===== src/common/csb_pkg.sv =====
// package for the compare, skip and branch execution block
package csb_pkg;
  // status register bit positions
  localparam int unsigned FLAG_C = 0;
  localparam int unsigned FLAG_Z = 1;
  localparam int unsigned FLAG_N = 2;
  localparam int unsigned FLAG_V = 3;
  localparam int unsigned FLAG_S = 4;
  localparam int unsigned FLAG_H = 5;
  localparam logic [7:0] STATUS_RESET = 8'h00;
  localparam logic [15:0] PC_RESET = 16'h0000;
  // program counter advances
  localparam logic [15:0] PC_STEP = 16'h0001;
  localparam logic [15:0] SKIP_ONE_WORD = 16'h0002;
  localparam logic [15:0] SKIP_TWO_WORD = 16'h0003;
  // cycle counts
  localparam logic [1:0] CYC_ONE = 2'h1;
  localparam logic [1:0] CYC_TWO = 2'h2;
  localparam logic [1:0] CYC_THREE = 2'h3;

  typedef enum logic [3:0] {
    OP_NONE,
    OP_COMPARE_WITH_CARRY,
    OP_COMPARE_IMMEDIATE,
    OP_SKIP_REG_BIT_CLEAR,
    OP_SKIP_REG_BIT_SET,
    OP_SKIP_IO_BIT_CLEAR,
    OP_SKIP_IO_BIT_SET,
    OP_BRANCH_STATUS_BIT_SET,
    OP_BRANCH_STATUS_BIT_CLEAR,
    OP_BRANCH_EQUAL,
    OP_BRANCH_NOT_EQUAL,
    OP_BRANCH_CARRY_SET,
    OP_BRANCH_CARRY_CLEAR,
    OP_BRANCH_SAME_OR_HIGHER,
    OP_BRANCH_LOWER
  } csb_op_t;

  // one decoded instruction as handed over by the core
  typedef struct packed {
    csb_op_t op;
    logic [7:0] dst;
    logic [7:0] src;
    logic [7:0] io_val;
    logic [2:0] bit_sel;
    logic [6:0] disp;
    logic next_two_word;
  } csb_req_t;

  typedef struct packed {
    logic [15:0] pc;
    logic [7:0] status;
    logic [1:0] cycles;
    logic done;
  } csb_state_t;
endpackage


===== src/logic/csb_exec.sv =====
// compare, skip and branch execution unit
`timescale 1ns/10ps
module csb_exec #(
  parameter int unsigned PC_W = 16
) (
  input wire logic clk, // core clock
  input wire logic rst, // synchronous reset
  input wire logic ce, // clock enable
  input wire logic req_valid, // instruction present
  input wire csb_pkg::csb_req_t req, // decoded instruction
  output logic [15:0] pc_o, // program counter
  output logic [7:0] status_o, // status register
  output logic [1:0] cycles_o, // cycles of last instruction
  output logic done_o // one-cycle completion pulse
);

  csb_pkg::csb_state_t s_q;
  csb_pkg::csb_state_t s_d;

  ////////////////////////////////////////////////////////////////
  function automatic logic [7:0] cmp_flags(input logic [7:0] d, input logic [7:0] r,
                                           input logic cin, input logic [7:0] old,
                                           input logic zkeep);
    logic [8:0] diff;
    logic [7:0] f;
    diff = {1'b0, d} - {1'b0, r} - {8'h00, cin};
    f = old;
    f[csb_pkg::FLAG_C] = diff[8];
    f[csb_pkg::FLAG_N] = diff[7];
    f[csb_pkg::FLAG_V] = (d[7] & ~r[7] & ~diff[7]) | (~d[7] & r[7] & diff[7]);
    f[csb_pkg::FLAG_S] = diff[7] ^ f[csb_pkg::FLAG_V];
    f[csb_pkg::FLAG_H] = (~d[3] & r[3]) | (r[3] & diff[3]) | (diff[3] & ~d[3]);
    // with carry, zero only stays set if it was already set
    f[csb_pkg::FLAG_Z] = (diff[7:0] == 8'h00) & (zkeep ? old[csb_pkg::FLAG_Z] : 1'b1);
    return f;
  endfunction

  ////////////////////////////////////////////////////////////////
  logic take;
  logic is_skip;
  logic is_branch;
  logic [15:0] k_ext;

  always_comb begin
    s_d = s_q;
    take = 1'b0;
    is_skip = 1'b0;
    is_branch = 1'b0;
    k_ext = {{9{req.disp[6]}}, req.disp};
    s_d.done = 1'b0;
    if (req_valid) begin
      s_d.done = 1'b1;
      case (req.op)
        csb_pkg::OP_COMPARE_WITH_CARRY: begin
          s_d.status = cmp_flags(req.dst, req.src, s_q.status[csb_pkg::FLAG_C],
                                 s_q.status, 1'b1);
        end
        csb_pkg::OP_COMPARE_IMMEDIATE: begin
          s_d.status = cmp_flags(req.dst, req.src, 1'b0, s_q.status, 1'b0);
        end
        csb_pkg::OP_SKIP_REG_BIT_CLEAR: begin
          is_skip = 1'b1;
          take = ~req.src[req.bit_sel];
        end
        csb_pkg::OP_SKIP_REG_BIT_SET: begin
          is_skip = 1'b1;
          take = req.src[req.bit_sel];
        end
        csb_pkg::OP_SKIP_IO_BIT_CLEAR: begin
          is_skip = 1'b1;
          take = ~req.io_val[req.bit_sel];
        end
        csb_pkg::OP_SKIP_IO_BIT_SET: begin
          is_skip = 1'b1;
          take = req.io_val[req.bit_sel];
        end
        csb_pkg::OP_BRANCH_STATUS_BIT_SET: begin
          is_branch = 1'b1;
          take = s_q.status[req.bit_sel];
        end
        csb_pkg::OP_BRANCH_STATUS_BIT_CLEAR: begin
          is_branch = 1'b1;
          take = ~s_q.status[req.bit_sel];
        end
        csb_pkg::OP_BRANCH_EQUAL: begin
          is_branch = 1'b1;
          take = s_q.status[csb_pkg::FLAG_Z];
        end
        csb_pkg::OP_BRANCH_NOT_EQUAL: begin
          is_branch = 1'b1;
          take = ~s_q.status[csb_pkg::FLAG_Z];
        end
        csb_pkg::OP_BRANCH_CARRY_SET, csb_pkg::OP_BRANCH_LOWER: begin
          is_branch = 1'b1;
          take = s_q.status[csb_pkg::FLAG_C];
        end
        csb_pkg::OP_BRANCH_CARRY_CLEAR, csb_pkg::OP_BRANCH_SAME_OR_HIGHER: begin
          is_branch = 1'b1;
          take = ~s_q.status[csb_pkg::FLAG_C];
        end
        default: begin
          s_d.done = 1'b0;
        end
      endcase
      s_d.cycles = csb_pkg::CYC_ONE;
      s_d.pc = s_q.pc + csb_pkg::PC_STEP;
      if (is_skip && take) begin
        // skipping a two-word instruction costs one extra cycle
        s_d.pc = s_q.pc + (req.next_two_word ? csb_pkg::SKIP_TWO_WORD
                                             : csb_pkg::SKIP_ONE_WORD);
        s_d.cycles = req.next_two_word ? csb_pkg::CYC_THREE : csb_pkg::CYC_TWO;
      end
      if (is_branch && take) begin
        s_d.pc = s_q.pc + k_ext + csb_pkg::PC_STEP;
        s_d.cycles = csb_pkg::CYC_TWO;
      end
      if (!s_d.done) begin
        s_d.pc = s_q.pc;
        s_d.cycles = s_q.cycles;
      end
    end
  end

  always_ff @(posedge clk) begin
    if (rst) begin
      s_q.pc <= csb_pkg::PC_RESET;
      s_q.status <= csb_pkg::STATUS_RESET;
      s_q.cycles <= 2'h0;
      s_q.done <= 1'b0;
    end else if (ce) begin
      s_q <= s_d;
    end
  end

  assign pc_o = s_q.pc;
  assign status_o = s_q.status;
  assign cycles_o = s_q.cycles;
  assign done_o = s_q.done;

  ////////////////////////////////////////////////////////////////
  a_imm_zero_flag: assert property (@(posedge clk) disable iff (rst)
    (ce && req_valid && req.op == csb_pkg::OP_COMPARE_IMMEDIATE && req.dst == req.src)
    |=> status_o[csb_pkg::FLAG_Z] && !status_o[csb_pkg::FLAG_C] && cycles_o == 2'h1)
    else $error("compare immediate of equal values gave wrong flags");

  a_skip_reg_pc: assert property (@(posedge clk) disable iff (rst)
    (ce && req_valid && req.op == csb_pkg::OP_SKIP_REG_BIT_SET && req.src[req.bit_sel])
    |=> pc_o == $past(pc_o) + (($past(req.next_two_word)) ? 16'h0003 : 16'h0002))
    else $error("register bit skip moved pc wrongly");

  a_skip_io_flags: assert property (@(posedge clk) disable iff (rst)
    (ce && req_valid && (req.op == csb_pkg::OP_SKIP_IO_BIT_CLEAR ||
     req.op == csb_pkg::OP_SKIP_IO_BIT_SET)) |=> $stable(status_o))
    else $error("io bit skip changed flags");

  a_status_set_target: assert property (@(posedge clk) disable iff (rst)
    (ce && req_valid && req.op == csb_pkg::OP_BRANCH_STATUS_BIT_SET &&
     status_o[req.bit_sel]) |=> pc_o == $past(pc_o) + {{9{$past(req.disp[6])}},
     $past(req.disp)} + 16'h0001 && cycles_o == 2'h2 && $stable(status_o))
    else $error("status bit branch target wrong");

  a_bne_not_taken: assert property (@(posedge clk) disable iff (rst)
    (ce && req_valid && req.op == csb_pkg::OP_BRANCH_NOT_EQUAL &&
     status_o[csb_pkg::FLAG_Z]) |=> pc_o == $past(pc_o) + 16'h0001 && cycles_o == 2'h1)
    else $error("branch not equal taken with zero set");

  a_carry_set_cycles: assert property (@(posedge clk) disable iff (rst)
    (ce && req_valid && req.op == csb_pkg::OP_BRANCH_CARRY_SET &&
     !status_o[csb_pkg::FLAG_C]) |=> cycles_o == 2'h1 && done_o)
    else $error("carry set branch cost wrong");

  a_same_higher_taken: assert property (@(posedge clk) disable iff (rst)
    (ce && req_valid && req.op == csb_pkg::OP_BRANCH_SAME_OR_HIGHER &&
     !status_o[csb_pkg::FLAG_C]) |=> cycles_o == 2'h2)
    else $error("same or higher branch not taken");

  a_back_branch: assert property (@(posedge clk) disable iff (rst)
    (ce && req_valid && req.op == csb_pkg::OP_BRANCH_EQUAL && req.disp == 7'h7e &&
     status_o[csb_pkg::FLAG_Z]) |=> pc_o == $past(pc_o) - 16'h0001)
    else $error("negative displacement not applied");

  a_skip_clear_pc: assert property (@(posedge clk) disable iff (rst)
    (ce && req_valid && req.op == csb_pkg::OP_SKIP_REG_BIT_CLEAR && !req.src[req.bit_sel] &&
     !req.next_two_word) |=> pc_o == $past(pc_o) + 16'h0002 && cycles_o == 2'h2)
    else $error("register bit clear skip moved pc wrongly");

  a_io_skip_cost: assert property (@(posedge clk) disable iff (rst)
    (ce && req_valid && req.op == csb_pkg::OP_SKIP_IO_BIT_SET && req.io_val[req.bit_sel] &&
     req.next_two_word) |=> pc_o == $past(pc_o) + 16'h0003 && cycles_o == 2'h3)
    else $error("io bit skip over two words cost wrong");

  a_chain_zero_keep: assert property (@(posedge clk) disable iff (rst)
    (ce && req_valid && req.op == csb_pkg::OP_COMPARE_WITH_CARRY &&
     !status_o[csb_pkg::FLAG_Z]) |=> !status_o[csb_pkg::FLAG_Z] && cycles_o == 2'h1)
    else $error("compare with carry set zero anew");

  a_status_clear_idle: assert property (@(posedge clk) disable iff (rst)
    (ce && req_valid && req.op == csb_pkg::OP_BRANCH_STATUS_BIT_CLEAR &&
     status_o[req.bit_sel]) |=> pc_o == $past(pc_o) + 16'h0001 && cycles_o == 2'h1)
    else $error("status bit clear branch taken with bit set");

  a_equal_flags_kept: assert property (@(posedge clk) disable iff (rst)
    (ce && req_valid && req.op == csb_pkg::OP_BRANCH_EQUAL &&
     status_o[csb_pkg::FLAG_Z]) |=> cycles_o == 2'h2 && $stable(status_o))
    else $error("branch equal not taken or flags changed");

  a_carry_clear_idle: assert property (@(posedge clk) disable iff (rst)
    (ce && req_valid && req.op == csb_pkg::OP_BRANCH_CARRY_CLEAR &&
     status_o[csb_pkg::FLAG_C]) |=> pc_o == $past(pc_o) + 16'h0001 && cycles_o == 2'h1)
    else $error("carry clear branch taken with carry set");

  a_lower_taken: assert property (@(posedge clk) disable iff (rst)
    (ce && req_valid && req.op == csb_pkg::OP_BRANCH_LOWER &&
     status_o[csb_pkg::FLAG_C]) |=> cycles_o == 2'h2 && done_o)
    else $error("lower branch not taken with carry set");

endmodule


===== config.mk =====
export PLATFORM = sky130hd
export DESIGN_NAME = csb_exec
export DESIGN_NICKNAME = d
export VERILOG_FILES = /design/src/common/csb_pkg.sv /design/src/logic/csb_exec.sv
export SDC_FILE = /design/constraint.sdc
export NUM_CORES = 1
export LEC_CHECK = 0
export BUFFER_PORTS_ARGS = -buffer_cell sky130_fd_sc_hd__buf_2
export CORE_ASPECT_RATIO = 0.75
export CORE_UTILIZATION = 45
export CTS_CLUSTER_SIZE = 14
export DETAILED_ROUTE_END_ITERATION = 12
export GPL_TIMING_DRIVEN = 0
export PLACE_DENSITY = 0.76
export SETUP_SLACK_MARGIN = 0.5
export SLEW_MARGIN = 20
export SYNTH_ARGS = -nofsm -noshare
export SYNTH_HDL_FRONTEND = slang
export SYNTH_SLANG_ARGS = --single-unit

===== constraint.sdc =====
create_clock -name clk -period 4.2 [get_ports clk]
set_input_delay 0.84 -clock clk [delete_from_list [all_inputs] [get_ports clk]]
set_output_delay 0.84 -clock clk [all_outputs]
set_load 0.05 [all_outputs]

# --- Yosys cells after proc, flatten, opt, wreduce, memory -nomap -nowiden ---
# Cells that the tools add are included.
classes:
  addsub: 6
  order_cmp: 1
  eq_ne: 14
  muxes: 22
  bitwise_logic: 30
  reduce_logical: 12
op_table:
  columns: ["operator", "count"]
  rows:
  - ["adder 16 x 1 -> 16 bit (second input constant)", 2]
  - ["two-way mux 16 bit", 2]
  - ["== test 4 bit (second input constant)", 7]
  - ["adder 16 bit", 1]
  - ["adder 16 x 2 -> 16 bit", 1]
  - ["== test 4 x 3 -> 1 bit (second input constant)", 4]
  - ["logical NOT 8 bit", 2]
  - ["OR reduction 14 bit", 1]
  - ["two-way mux 1 bit", 13]
  - ["AND 1 bit", 12]
  - ["case mux 6 bit (2 select lines)", 1]
  - ["NOT 1 bit", 10]
  - ["case mux 1 bit (10 select lines)", 1]
  - ["binary-select mux 1 bit (select 3 bit)", 3]
  - ["subtractor 8 x 8 -> 9 bit", 1]
  - ["subtractor 9 x 1 -> 9 bit", 1]
  - ["== test 4 x 2 -> 1 bit (second input constant)", 2]
  - ["OR reduction 8 bit", 1]
  - ["bitwise OR 1 bit", 6]
  - ["AND reduction 3 bit", 2]
  - ["== test 4 x 1 -> 1 bit (second input constant)", 1]
  - ["less-than comparator 3 x 4 -> 1 bit (second input constant)", 1]
  - ["two-way mux 2 bit", 2]
  - ["OR reduction 2 bit", 2]
  - ["other kinds (4)", 6]
totals:
  reg_bits: 25
  output_inout_bits: 27
  word_cells: 89

# --- Depth between registers and ports, before layout ---
# Gate-level depths: netlist of run 1.
logic_depth:
  word_depth: 8
  ltp_mapped: 16
  mapped_depth_nobuf: 15

# --- Least setup slack after synthesis of run 1 ---
# OpenSTA, ideal clock, no wires.
synth_path:
  kind: "input to register"
  start: "input req[8] (netlist bit)"
  end: "register s_q, in the netlist pc_o[14]"
  setup_time_ps: 133
  t_arrival_ps: 3874
  slack_ps: 193
  stages: 16
  cell_sequence: "buf_6 > mux4_2 > mux2i_1 > mux2i_1 > o21ai_1 > nor3_1 > or4_1 > ha_1 > fa_1 > nand3_1 > or2_2 > nor2_1 > nand3_1 > and2_1 > o21ai_0 > a31oi_1"
synth_between:
  elab_chain_len: 8
  word_cells_on_any_way: 15
  classes_between: "10 x mux; 3 x bitwise; 2 x reduce/logical"
synth_lines:
  columns: ["element", "line_no", "source"]
  rows:
  - ["start, declared", "csb_exec.sv:10", "input wire csb_pkg::csb_req_t req,"]
  - ["binary-select mux 1 bit (select 3 bit) (on tied branches)", null, null]
  - ["two-way mux 1 bit (on tied branches)", null, null]
  - ["NOT 1 bit (on tied branches)", "csb_exec.sv:83, csb_exec.sv:63, csb_exec.sv:71", null]
  - ["case mux 1 bit (10 select lines) *", "csb_exec.sv:53", "case (req.op)"]
  - ["two-way mux 1 bit *", "csb_exec.sv:51", "if (req_valid) begin"]
  - ["logical AND 1 bit", "csb_exec.sv:107", "if (is_skip && take) begin"]
  - ["two-way mux 16 bit", "csb_exec.sv:107", null]
  - ["two-way mux 16 bit *", "csb_exec.sv:113", "if (is_branch && take) begin"]
  - ["end, declared", "csb_exec.sv:17", "csb_pkg::csb_state_t s_q;"]
# Mark *: on every way between the ends. The rest lies on a longest branch, timed or not. The select of a mux whose other input is x is not followed.
# A chain may end at the register's enable or synchronous reset.

# --- Worst setup path after layout of run 1 ---
layout_path:
  start: "input req[8] (netlist bit)"
  end: "register s_q, in the netlist pc_o[15]"
# The elaborated chain is that of the path after synthesis.

==> results_dict.tcl, run 1 <==
set metrics [dict create \
    ys_top_cells_by_area "dfxtp_1 16%, ha_1 12%, a21oi_1 4.2%, o21ai_0 3.9%, xnor2_1 3.7%" \
    seq_area_sq_um 500.5 \
    report.final.setup_viol 0 \
    detail_route.first_pass.iterations 5 \
    hold_violations 0 \
    setup_ws_ns 0.4328 \
    hold-worst-slack_ns 0.5003 \
    adder_cell_share_of_the_synthesized_area 0.1472 \
    dp.final_hpwl_um 7023 \
    grt_antenna_before_repair 0 \
    number_of_synthesized_register_bits 25 \
    synthesis.area_per_instance_sq_um 7.849 \
    worst_setup_ep_type "flip-flop" \
    height_of_the_die_um 73.61 \
    initial_core_util 0.4775 \
    htree_levels 1 \
    postSynth.topFlopCell "dfxtp_1" \
    num-fill-cells 601 \
    cp_arrival_ns 3.93 \
    first_global_vias 3141 \
    route.detailed.vias_per_inst 6.094 \
    worst-path-buf-inv 1 \
    grt_setup_unrepaired "true" \
    power.static_leakage_uw 0.001580 \
    transition_time_at_the_pin_with_the_least_slew_margin_ns 0.6435 \
    final_layout_size_suffix_gt1_frac 0.2447 \
    synthMuxAreaShare 0.07320 \
    worst_skew_pair.late_latency_ns 0.28 \
    maxClockFrequency_ghz 0.2655 \
    max_cap_violations 0 \
    final_core_utilization 0.5751 \
    number_of_nets_at_the_end_of_the_flow 547 \
    synth_largest_area_cell "dfxtp_1" \
    critPathMaxStageDelay_ns 0.51 \
    slew-limit-headroom 0.5700 \
    seq_area_frac_synth 0.1627 \
    detailroute.via_count 3358 \
    cts.path.max_buffers 2 \
    worst_ir_drop_vdd_mv 0.1157 \
    grt_usage 0.2487 \
    setup.worst_path.class "input port to flip-flop" \
    number_of_buffers_created_by_cts 3 \
    power_per_cell_area_nw_per_um2 211.3 \
    cts_sinks 25 \
    route.detailed.wl_per_inst_um 16.27 \
    dieWidth_um 97.48 \
    grt_first_pass_wirelength_um 14520 \
    dr.first_iter.drc_count 316 \
    design.core.area_sq_um 6444 \
    post-route-min-period_ns 3.767 \
    cts.root.buffer_cell "clkbuf_8" \
    area.growth.synth_to_final_pct 20.46 \
    main_combinational_cell_family_by_area_after_synthesis "compound AO/OA/AOI/OAI gates" \
    worst_clock_skew_on_the_final_layout_ns 0.005763 \
    fin_setup_tns_ns 0 \
    worstSetupStartpointType "input port" \
    yosys.area_share.simple 0.2298 \
    globalRoute.totalOverflow 0 \
    min_period_over_period 0.8969 \
    top_family_by_delay_on_critical_path "simple AND/OR/NAND/NOR gates" \
    mappedNetlistArea_sq_um 3077 \
    post_placement_worst_setup_slack_ns -0.1918 \
    tritoncts_clock_tree "yes" \
    timing_max_transition_violations_final 0 \
    critical_path_peak_fanout 6 \
    grt_start_max_net_pins 14 \
    multiInputGateArea_sq_um 2476 \
    synth_compound_area_frac 0.2717 \
    synth-edff-count 0 \
    mostFrequentLayoutCells "68 x buf_2, 28 x nor2_1, 28 x ha_1, 25 x a21oi_1, 25 x dfxtp_1" \
    drt-total-wl_um 8964 \
    synthesis.yosys.warnings 0 \
    rows 25 \
    crit_slowest_cell "or4_4" \
    outcome "finished, final reports clean" \
    cts_hold_fix_bufs 0 \
    antenna_left 0 \
    yosys.cell_types.count 63 \
    power_uw 783.3 \
    antennaDiodeCount 0 \
    post_synth_xor_area_fraction 0.05409 \
    io-pin-count 70 \
    synthArstFlopShare 0 \
    io_buffers 65 \
    clkTransAtPathRegs_ns 0.10 \
    synth_top_cell_area_share 0.1627 \
    most_frequent_standard_cell_in_the_layout_excluding_fill_and_tap_cells "buf_2" \
    dieArea_sq_um 7176 \
    drc_errors 0 \
    timing.critical_path.required_ns 4.36 \
    crit_top_cell "mux2i_1" \
    min_delay_path_class "flip-flop to flip-flop" \
    timing.critical_path.cells "buf_12, mux4_2, mux2i_1, mux2i_1, o21ai_2, nor3_4, or4_4, ha_4, a21oi_2, or3_1, nor2_1, and4_1, o31a_1, o21ai_0, a21oi_1" \
    syn_inst 392 \
    place_congestion 0.8409 \
    setup.reg_to_reg.worst_slack_ns 0.65 \
]
where the power goes:
group / total, uW / internal, uW / switching [uW] / leakage (uW)
registers: 262 / 248 / 14.4 / 0.000203
clock network: 155 / 68.3 / 86.2 / 0.0000228
logic: 366 / 149 / 217 / 0.00135
total: 783 / 465 / 318 / 0.00158
final timing paths:
| check | cells past startpoint | to | startpoint |
|---|---|---|---|
| min | 2 | status_o[5]$_SDFFE_PP0P_ | status_o[5]$_SDFFE_PP0P_ |
| max | 15 | pc_o[15]$_SDFFE_PP0P_ | req[8] |
| max reg2reg | 15 | pc_o[15]$_SDFFE_PP0P_ | status_o[1]$_SDFFE_PP0P_ |
| min reg2reg | 2 | status_o[5]$_SDFFE_PP0P_ | status_o[5]$_SDFFE_PP0P_ |
per-layer routing:
metal / GRT usage / part of all wire / vias to the layer above
li1: - / - / 1635
met1: 0.3380 / 0.47 / 1579
met2: 0.4079 / 0.45 / 127
met3: 0.04377 / 0.058 / 17
met4: 0.07353 / 0.016 / 0
met5: 0 / 0 / -
cell type report:
type	instances	area share
Buffer	17	0.02937
Tap cell	81	0.02735
Sequential cell	25	0.1350
Multi-Input combinational cell	328	0.6681
Clock buffer	4	0.01215
Inverter	23	0.02330
Timing Repair Buffer	73	0.1047
per-stage QoR:
step                      cell area (sq um)  cells
final                                  3706    551
after global routing                   3706    551
after CTS                              3641    548
after detailed placement               3535    539
after global placement                 3535    539
after floorplan                        3108    393
state kept, by name (all words and copies together) (netlist names):
signal    cells
cycles_o      2
status_o      6
pc_o         16
done_o        1
synth_stat cells (3+ instances only):
library cell / n
a31oi_1: 8
or4_1: 5
clkbuf_1: 6
nor4_1: 4
ha_1: 29
buf_4: 4
fa_1: 4
nand2b_1: 10
xnor2_1: 13
mux4_2: 5
o21ai_0: 24
a21o_1: 6
o32ai_1: 6
a211oi_1: 12
nand3_1: 8
nor3_1: 17
nor2_1: 29
mux2i_1: 9
o31a_1: 5
a21oi_1: 26
o21a_1: 6
nand2_1: 24
buf_2: 4
inv_1: 23
and3_1: 5
nand3b_1: 4
dfxtp_1: 25
o211ai_1: 5
o22ai_1: 3
nand4_1: 3
xor2_1: 6
or2_2: 3
nor2b_1: 9
kinds of logic after synthesis:
logic type | Yosys count
buffers and inverters | 40
multiplexers | 16
other | 1
flip-flops | 25
XOR/XNOR | 19
AND/OR/NAND/NOR | 133
adder cells (fa/ha/maj) | 34
AO/OA/AOI/OAI | 124
what timing repair did:
action                     CTS  global route
gates resized for setup      5             9
pin swaps                    5            10
buffers inserted             5             3
setup endpoints to repair   15            11
gates cloned                 0             0
worst min-delay path: cells and delay by family (launching register included):
family          cells  cell delay [ns]
simple gates        1             0.07
flops               1             0.34
compound gates      1             0.05
No activity file was read; power rests on OpenSTA's default activity.
==> run 2, diff against run 1 <==
==> constraint.sdc (replaced) <==
create_clock -name clk -period 4.2 [get_ports clk]
set_input_delay 0.21 -clock clk [delete_from_list [all_inputs] [get_ports clk]]
set_output_delay 0.21 -clock clk [all_outputs]
set_load 0.05 [all_outputs]
==> results_dict.tcl, run 2 (same netlist as run 1, synthesis figures left out) <==
set metrics [dict create \
    post_route_cell_area_sq_um 3680 \
    drc_errors 0 \
    number_of_buffers_created_by_cts 3 \
    fin_setup_tns_ns 0 \
    io-pin-count 70 \
    grt_first_pass_wirelength_um 13790 \
    post-route-min-period_ns 3.584 \
    min_period_over_period 0.8534 \
    route.detailed.vias_per_inst 6.044 \
    placed_cell_area_sq_um 3508 \
    post_placement_worst_setup_slack_ns 0.3078 \
    setup.worst_path.class "flip-flop to flip-flop" \
    io_buffers 65 \
    design.core.area_sq_um 6444 \
    transition_time_at_the_pin_with_the_least_slew_margin_ns 0.6605 \
    cts_sinks 25 \
    detail_route.first_pass.iterations 5 \
    height_of_the_die_um 73.61 \
    cp_arrival_ns 3.79 \
    worstSetupStartpointType "flip-flop" \
    final_layout_size_suffix_gt1_frac 0.2388 \
    setup_ws_ns 0.6158 \
    dieArea_sq_um 7176 \
    report.final.setup_viol 0 \
    htree_levels 1 \
    dr.first_iter.drc_count 284 \
    globalRoute.totalOverflow 0 \
    antenna_left 0 \
    critPathMaxStageDelay_ns 0.55 \
    worst_ir_drop_vdd_mv 0.1072 \
    cts.path.max_buffers 2 \
    detailroute.via_count 3324 \
    multiInputGateArea_sq_um 2461 \
    clkTransAtPathRegs_ns 0.10 \
    num-fill-cells 598 \
    grt_antenna_before_repair 0 \
    cts.root.buffer_cell "clkbuf_8" \
    worst_skew_pair.late_latency_ns 0.29 \
    timing_max_transition_violations_final 0 \
    power_per_cell_area_nw_per_um2 212.6 \
    largest_register_ffs 16 \
    max_cap_violations 0 \
    grt_start_max_net_pins 16 \
    power.static_leakage_uw 0.001569 \
    tritoncts_clock_tree "yes" \
    rows 25 \
    first_global_vias 2829 \
    slew-limit-headroom 0.5583 \
    outcome "finished, final reports clean" \
    worst_setup_ep_type "flip-flop" \
    cts_hold_fix_bufs 0 \
    grt_usage 0.2353 \
    number_of_nets_at_the_end_of_the_flow 546 \
    route.detailed.wl_per_inst_um 15.51 \
    min_delay_path_class "input port to flip-flop" \
    critical_path_peak_fanout 7 \
    area.growth.synth_to_final_pct 19.60 \
    place_congestion 0.8262 \
    mostFrequentLayoutCells "68 x buf_2, 28 x nor2_1, 28 x ha_1, 25 x a21oi_1, 24 x nand2_1" \
    drt-total-wl_um 8533 \
    dieWidth_um 97.48 \
    dp.final_hpwl_um 6632 \
    timing.critical_path.required_ns 4.40 \
    timing.critical_path.cells "buf_4, mux4_2, a22oi_2, and4bb_1, buf_6, nor3_4, or4_4, ha_4, fa_2, nand3_2, or2_4, nor2_2, nand3_1, and2_1, o21ai_1, a31oi_1" \
    antennaDiodeCount 0 \
    most_frequent_standard_cell_in_the_layout_excluding_fill_and_tap_cells "buf_2" \
    initial_core_util 0.4775 \
    crit_slowest_cell "or4_4" \
    maxClockFrequency_ghz 0.2790 \
    grt_setup_unrepaired "false" \
    hold_violations 0 \
    worst_clock_skew_on_the_final_layout_ns 0.01024 \
    seq_area_sq_um 503.0 \
]
==> run 2: metrics by stage <==
step | instances | hold slack, ns | util | total power [uW]
final | 550 | 0.2282 | 0.5711 | 782.3
after global routing | 550 | 0.2645 | 0.5711 | 826.1
after CTS | 544 | 0.2333 | 0.5565 | 762.2
after detailed placement | 539 | 0.4627 | 0.5445 | 607.0
after global placement | 539 | 0.4496 | 0.5445 | 598.0
after floorplan | 393 | 0.3918 | - | 519.6
==> run 2: final timing paths <==
| path | startpoint | endpoint | slack, ns | depth (start not counted) |
|---|---|---|---|---|
| setup / recovery | status_o[1]$_SDFFE_PP0P_ | pc_o[14]$_SDFFE_PP0P_ | 0.62 | 16 |
| hold / removal | ce | done_o$_SDFFE_PP0P_ | 0.23 | 3 |
| setup reg to reg | status_o[1]$_SDFFE_PP0P_ | pc_o[14]$_SDFFE_PP0P_ | 0.62 | 16 |
| hold reg to reg | status_o[5]$_SDFFE_PP0P_ | status_o[5]$_SDFFE_PP0P_ | 0.48 | 2 |
==> run 2: critical path: cells and delay by family, from the launching register on <==
| kind | cells | cell delay [ns] |
|---|---|---|
| buffers and inverters | 2 | 0.28 |
| adder cells (fa/ha/maj) | 2 | 0.60 |
| AO/OA/AOI/OAI | 3 | 0.44 |
| flip-flops | 1 | 0.33 |
| multiplexers | 1 | 0.46 |
| AND/OR/NAND/NOR | 8 | 1.39 |
==> run 2: final cells by class <==
cell class / count / share of cell area
plain buffers: 17 / 0.02754
multi-input cells: 328 / 0.6688
inverters: 23 / 0.02346
well taps: 81 / 0.02754
repair buffers: 72 / 0.1027
flip-flops and latches: 25 / 0.1367
clock inverters: 1 / 0.002040
clock buffers: 3 / 0.01122
==> run 2: timing repair <==
item                                    CTS  global route
buffers inserted                          1             6
gates resized for setup                   6            11
endpoints found under the setup margin    5             7
pin swaps                                 1             6
==> run 2: routing by layer <==
layer	track usage	routed length [um]
met4	0.03431	103
met3	0.02664	578
met5	0	0
met1	0.3566	4295
met2	0.3652	3555
==> run 2: power breakdown <==
group          switching [uW]  internal (uW)
Clock                    91.8           67.7
Sequential               15.1            248
Combinational             214            145
Total                     321            461
==> run 3, diff against run 2 <==
--- a/config.mk
+++ b/config.mk
@@ -7,11 +7,11 @@
 export LEC_CHECK = 0
 export BUFFER_PORTS_ARGS = -buffer_cell sky130_fd_sc_hd__buf_2
 export CORE_ASPECT_RATIO = 0.75
-export CORE_UTILIZATION = 45
+export CORE_UTILIZATION = 24
 export CTS_CLUSTER_SIZE = 14
 export DETAILED_ROUTE_END_ITERATION = 12
 export GPL_TIMING_DRIVEN = 0
-export PLACE_DENSITY = 0.76
+export PLACE_DENSITY = 0.48
 export SETUP_SLACK_MARGIN = 0.5
 export SLEW_MARGIN = 20
 export SYNTH_ARGS = -nofsm -noshare
==> results_dict.tcl, run 3 (same netlist as run 1, synthesis figures left out) <==
set metrics [dict create \
    intPower_uw 522.8 \
    dr.first_iter.drc_count 202 \
    grt_antenna_before_repair 0 \
    hold_path_end "done_o$_SDFFE_PP0P_" \
    crit_top_cell "buf_6" \
    dp.final_hpwl_um 7666 \
    min_delay_path_class "input port to flip-flop" \
    worst_skew_pair.late_latency_ns 0.27 \
    startpoint_of_the_lowest_slack_hold_path "ce" \
    maxClockFrequency_ghz 0.2772 \
    crit_start "status_o[1]$_SDFFE_PP0P_" \
    antennaDiodeCount 0 \
    worst_setup_ep_type "flip-flop" \
    min_period_over_period 0.8589 \
    power.static_leakage_uw 0.001594 \
    regToRegStartpoint "status_o[1]$_SDFFE_PP0P_" \
    cts.root.buffer_cell "clkbuf_16" \
    initial_core_util 0.2483 \
    drt-total-wl_um 9597 \
    number_of_buffers_created_by_cts 3 \
    cp_arrival_ns 3.80 \
    multiInputGateArea_sq_um 2464 \
    globalRoute.totalOverflow 0 \
    height_of_the_die_um 100.1 \
    timing_max_transition_violations_final 0 \
    setup.worst_path.class "flip-flop to flip-flop" \
    power_switching_uw 328.0 \
    drc_errors 0 \
    grt_usage 0.1434 \
    route.detailed.wl_per_inst_um 15.09 \
    worstSetupStartpointType "flip-flop" \
    rows 35 \
    clkTransAtPathRegs_ns 0.07 \
    first_global_vias 2956 \
    power_frac_seq 0.310 \
    route.detailed.vias_per_inst 5.164 \
    post-route-min-period_ns 3.608 \
    share_clk_of_total_power 0.264 \
    slew-limit-headroom 0.5794 \
    grt_first_pass_wirelength_um 15210 \
    combinationalPowerShare 0.426 \
    design.core.area_sq_um 12390 \
    io-pin-count 70 \
    seq_area_sq_um 503.0 \
    cts_hold_fix_bufs 0 \
    place_congestion 0.7900 \
    worstRegToRegCells 16 \
    transition_time_at_the_pin_with_the_least_slew_margin_ns 0.6309 \
    final_layout_size_suffix_gt1_frac 0.2468 \
    largest_register_ffs 16 \
    tritoncts_clock_tree "yes" \
    grt_setup_unrepaired "false" \
    setup.reg_to_reg.worst_slack_ns 0.59 \
    crit_slowest_cell "or4_4" \
    report.final.setup_viol 0 \
    detailroute.via_count 3284 \
    critPathMaxStageDelay_ns 0.56 \
    cts_sinks 25 \
    hold_violations 0 \
    r2r-end "pc_o[10]$_SDFFE_PP0P_" \
    outcome "finished, final reports clean" \
    number_of_nets_at_the_end_of_the_flow 547 \
    dieArea_sq_um 13280 \
    fin_setup_tns_ns 0 \
    worst_clock_skew_on_the_final_layout_ns 0.002934 \
    cts.path.max_buffers 2 \
    power_uw 850.9 \
    timing.critical_path.cells "buf_6, mux4_2, a22oi_2, and4bb_1, buf_6, nor3_4, or4_4, ha_4, fa_2, nand3_2, or2_4, nor2b_1, nand3_1, xnor2_1, nor2_1, a211oi_2" \
    io_buffers 65 \
    detail_route.first_pass.iterations 4 \
    power.share.switching 0.3855 \
    antenna_left 0 \
    max_cap_violations 0 \
    htree_levels 1 \
    grt_start_max_net_pins 15 \
    worst_ir_drop_vdd_mv 0.1264 \
    num-fill-cells 1342 \
    critical_path_peak_fanout 7 \
    worst_hold_path.num_cells 3 \
    dieWidth_um 132.7 \
    power_per_cell_area_nw_per_um2 222.1 \
    timing.critical_path.required_ns 4.39 \
    area.growth.synth_to_final_pct 24.52 \
    most_frequent_standard_cell_in_the_layout_excluding_fill_and_tap_cells "buf_2" \
    mostFrequentLayoutCells "68 x buf_2, 28 x nor2_1, 28 x ha_1, 25 x a21oi_1" \
]
[run 3: worst max-delay path by stage]
stage	end	slack [ns]	depth (start not counted)
3_5_place_dp	pc_o[10]$_SDFFE_PP0P_	0.24	16
4_1_cts	pc_o[10]$_SDFFE_PP0P_	0.49	16
5_1_grt	pc_o[14]$_SDFFE_PP0P_	0.47	16
6_report	pc_o[10]$_SDFFE_PP0P_	0.59	16
3_3_place_gp	pc_o[14]$_SDFFE_PP0P_	0.24	16
2_1_floorplan	pc_o[10]$_SDFFE_PP0P_	0.52	14
[run 3: power by group through the flow]
| stage | Clock, uW | Sequential [uW] | Combinational [uW] |
|---|---|---|---|
| final | 224 | 264 | 363 |
| after global routing | 239 | 266 | 400 |
| after CTS | 229 | 264 | 351 |
| after detailed placement | 0 | 269 | 347 |
| after global placement | 0 | 269 | 341 |
| after floorplan | 0 | 303 | 217 |
[run 3: what timing repair did]
action,in CTS,in global routing
setup endpoints to repair,8,6
resized for setup,6,13
pin swaps,1,7
setup buffers,0,8
[run 3: layout make-up]
cell class / count / area share
Tap cell: 166 / 0.05421
Sequential cell: 25 / 0.1313
Clock inverter: 1 / 0.001306
Clock buffer: 3 / 0.01960
Multi-Input combinational cell: 328 / 0.6430
Inverter: 23 / 0.02253
Buffer: 17 / 0.02743
Timing Repair Buffer: 73 / 0.1006
[run 3: per-layer routing]
metal / part of all wire / vias to the layer above / routed length, um / track usage
li1: - / 1639 / - / -
met1: 0.51 / 1555 / 4912 / 0.2134
met2: 0.43 / 85 / 4163 / 0.2243
met3: 0.048 / 5 / 459 / 0.01515
met4: 0.0064 / 0 / 61 / 0.02387
met5: 0 / - / 0 / 0
[run 3: critical path: cells and delay by family (launching register included)]
kind,cells,cell delay [ns]
adders and majority gates,2,0.59
muxes,1,0.45
and+or+nand+nor,8,1.38
buffers and inverters,2,0.27
DFF,1,0.33
AOI/OAI and AO/OA,2,0.39
xor gates and xnor gates,1,0.12
[run 3: metrics by stage]
stage          worst slack (ns)  utilization  instance area [sq um]  hold WS [ns]  cells
6_report                 0.5924       0.3091                   3831        0.2697    636
5_1_grt                  0.4717       0.3091                   3831        0.2812    636
4_1_cts                  0.4874       0.3002                   3720        0.2807    628
3_5_place_dp             0.2368       0.2917                   3615        0.4594    624
3_3_place_gp             0.2417       0.2917                   3615        0.4585    624
2_1_floorplan            0.5179            -                   3082        0.3918    393
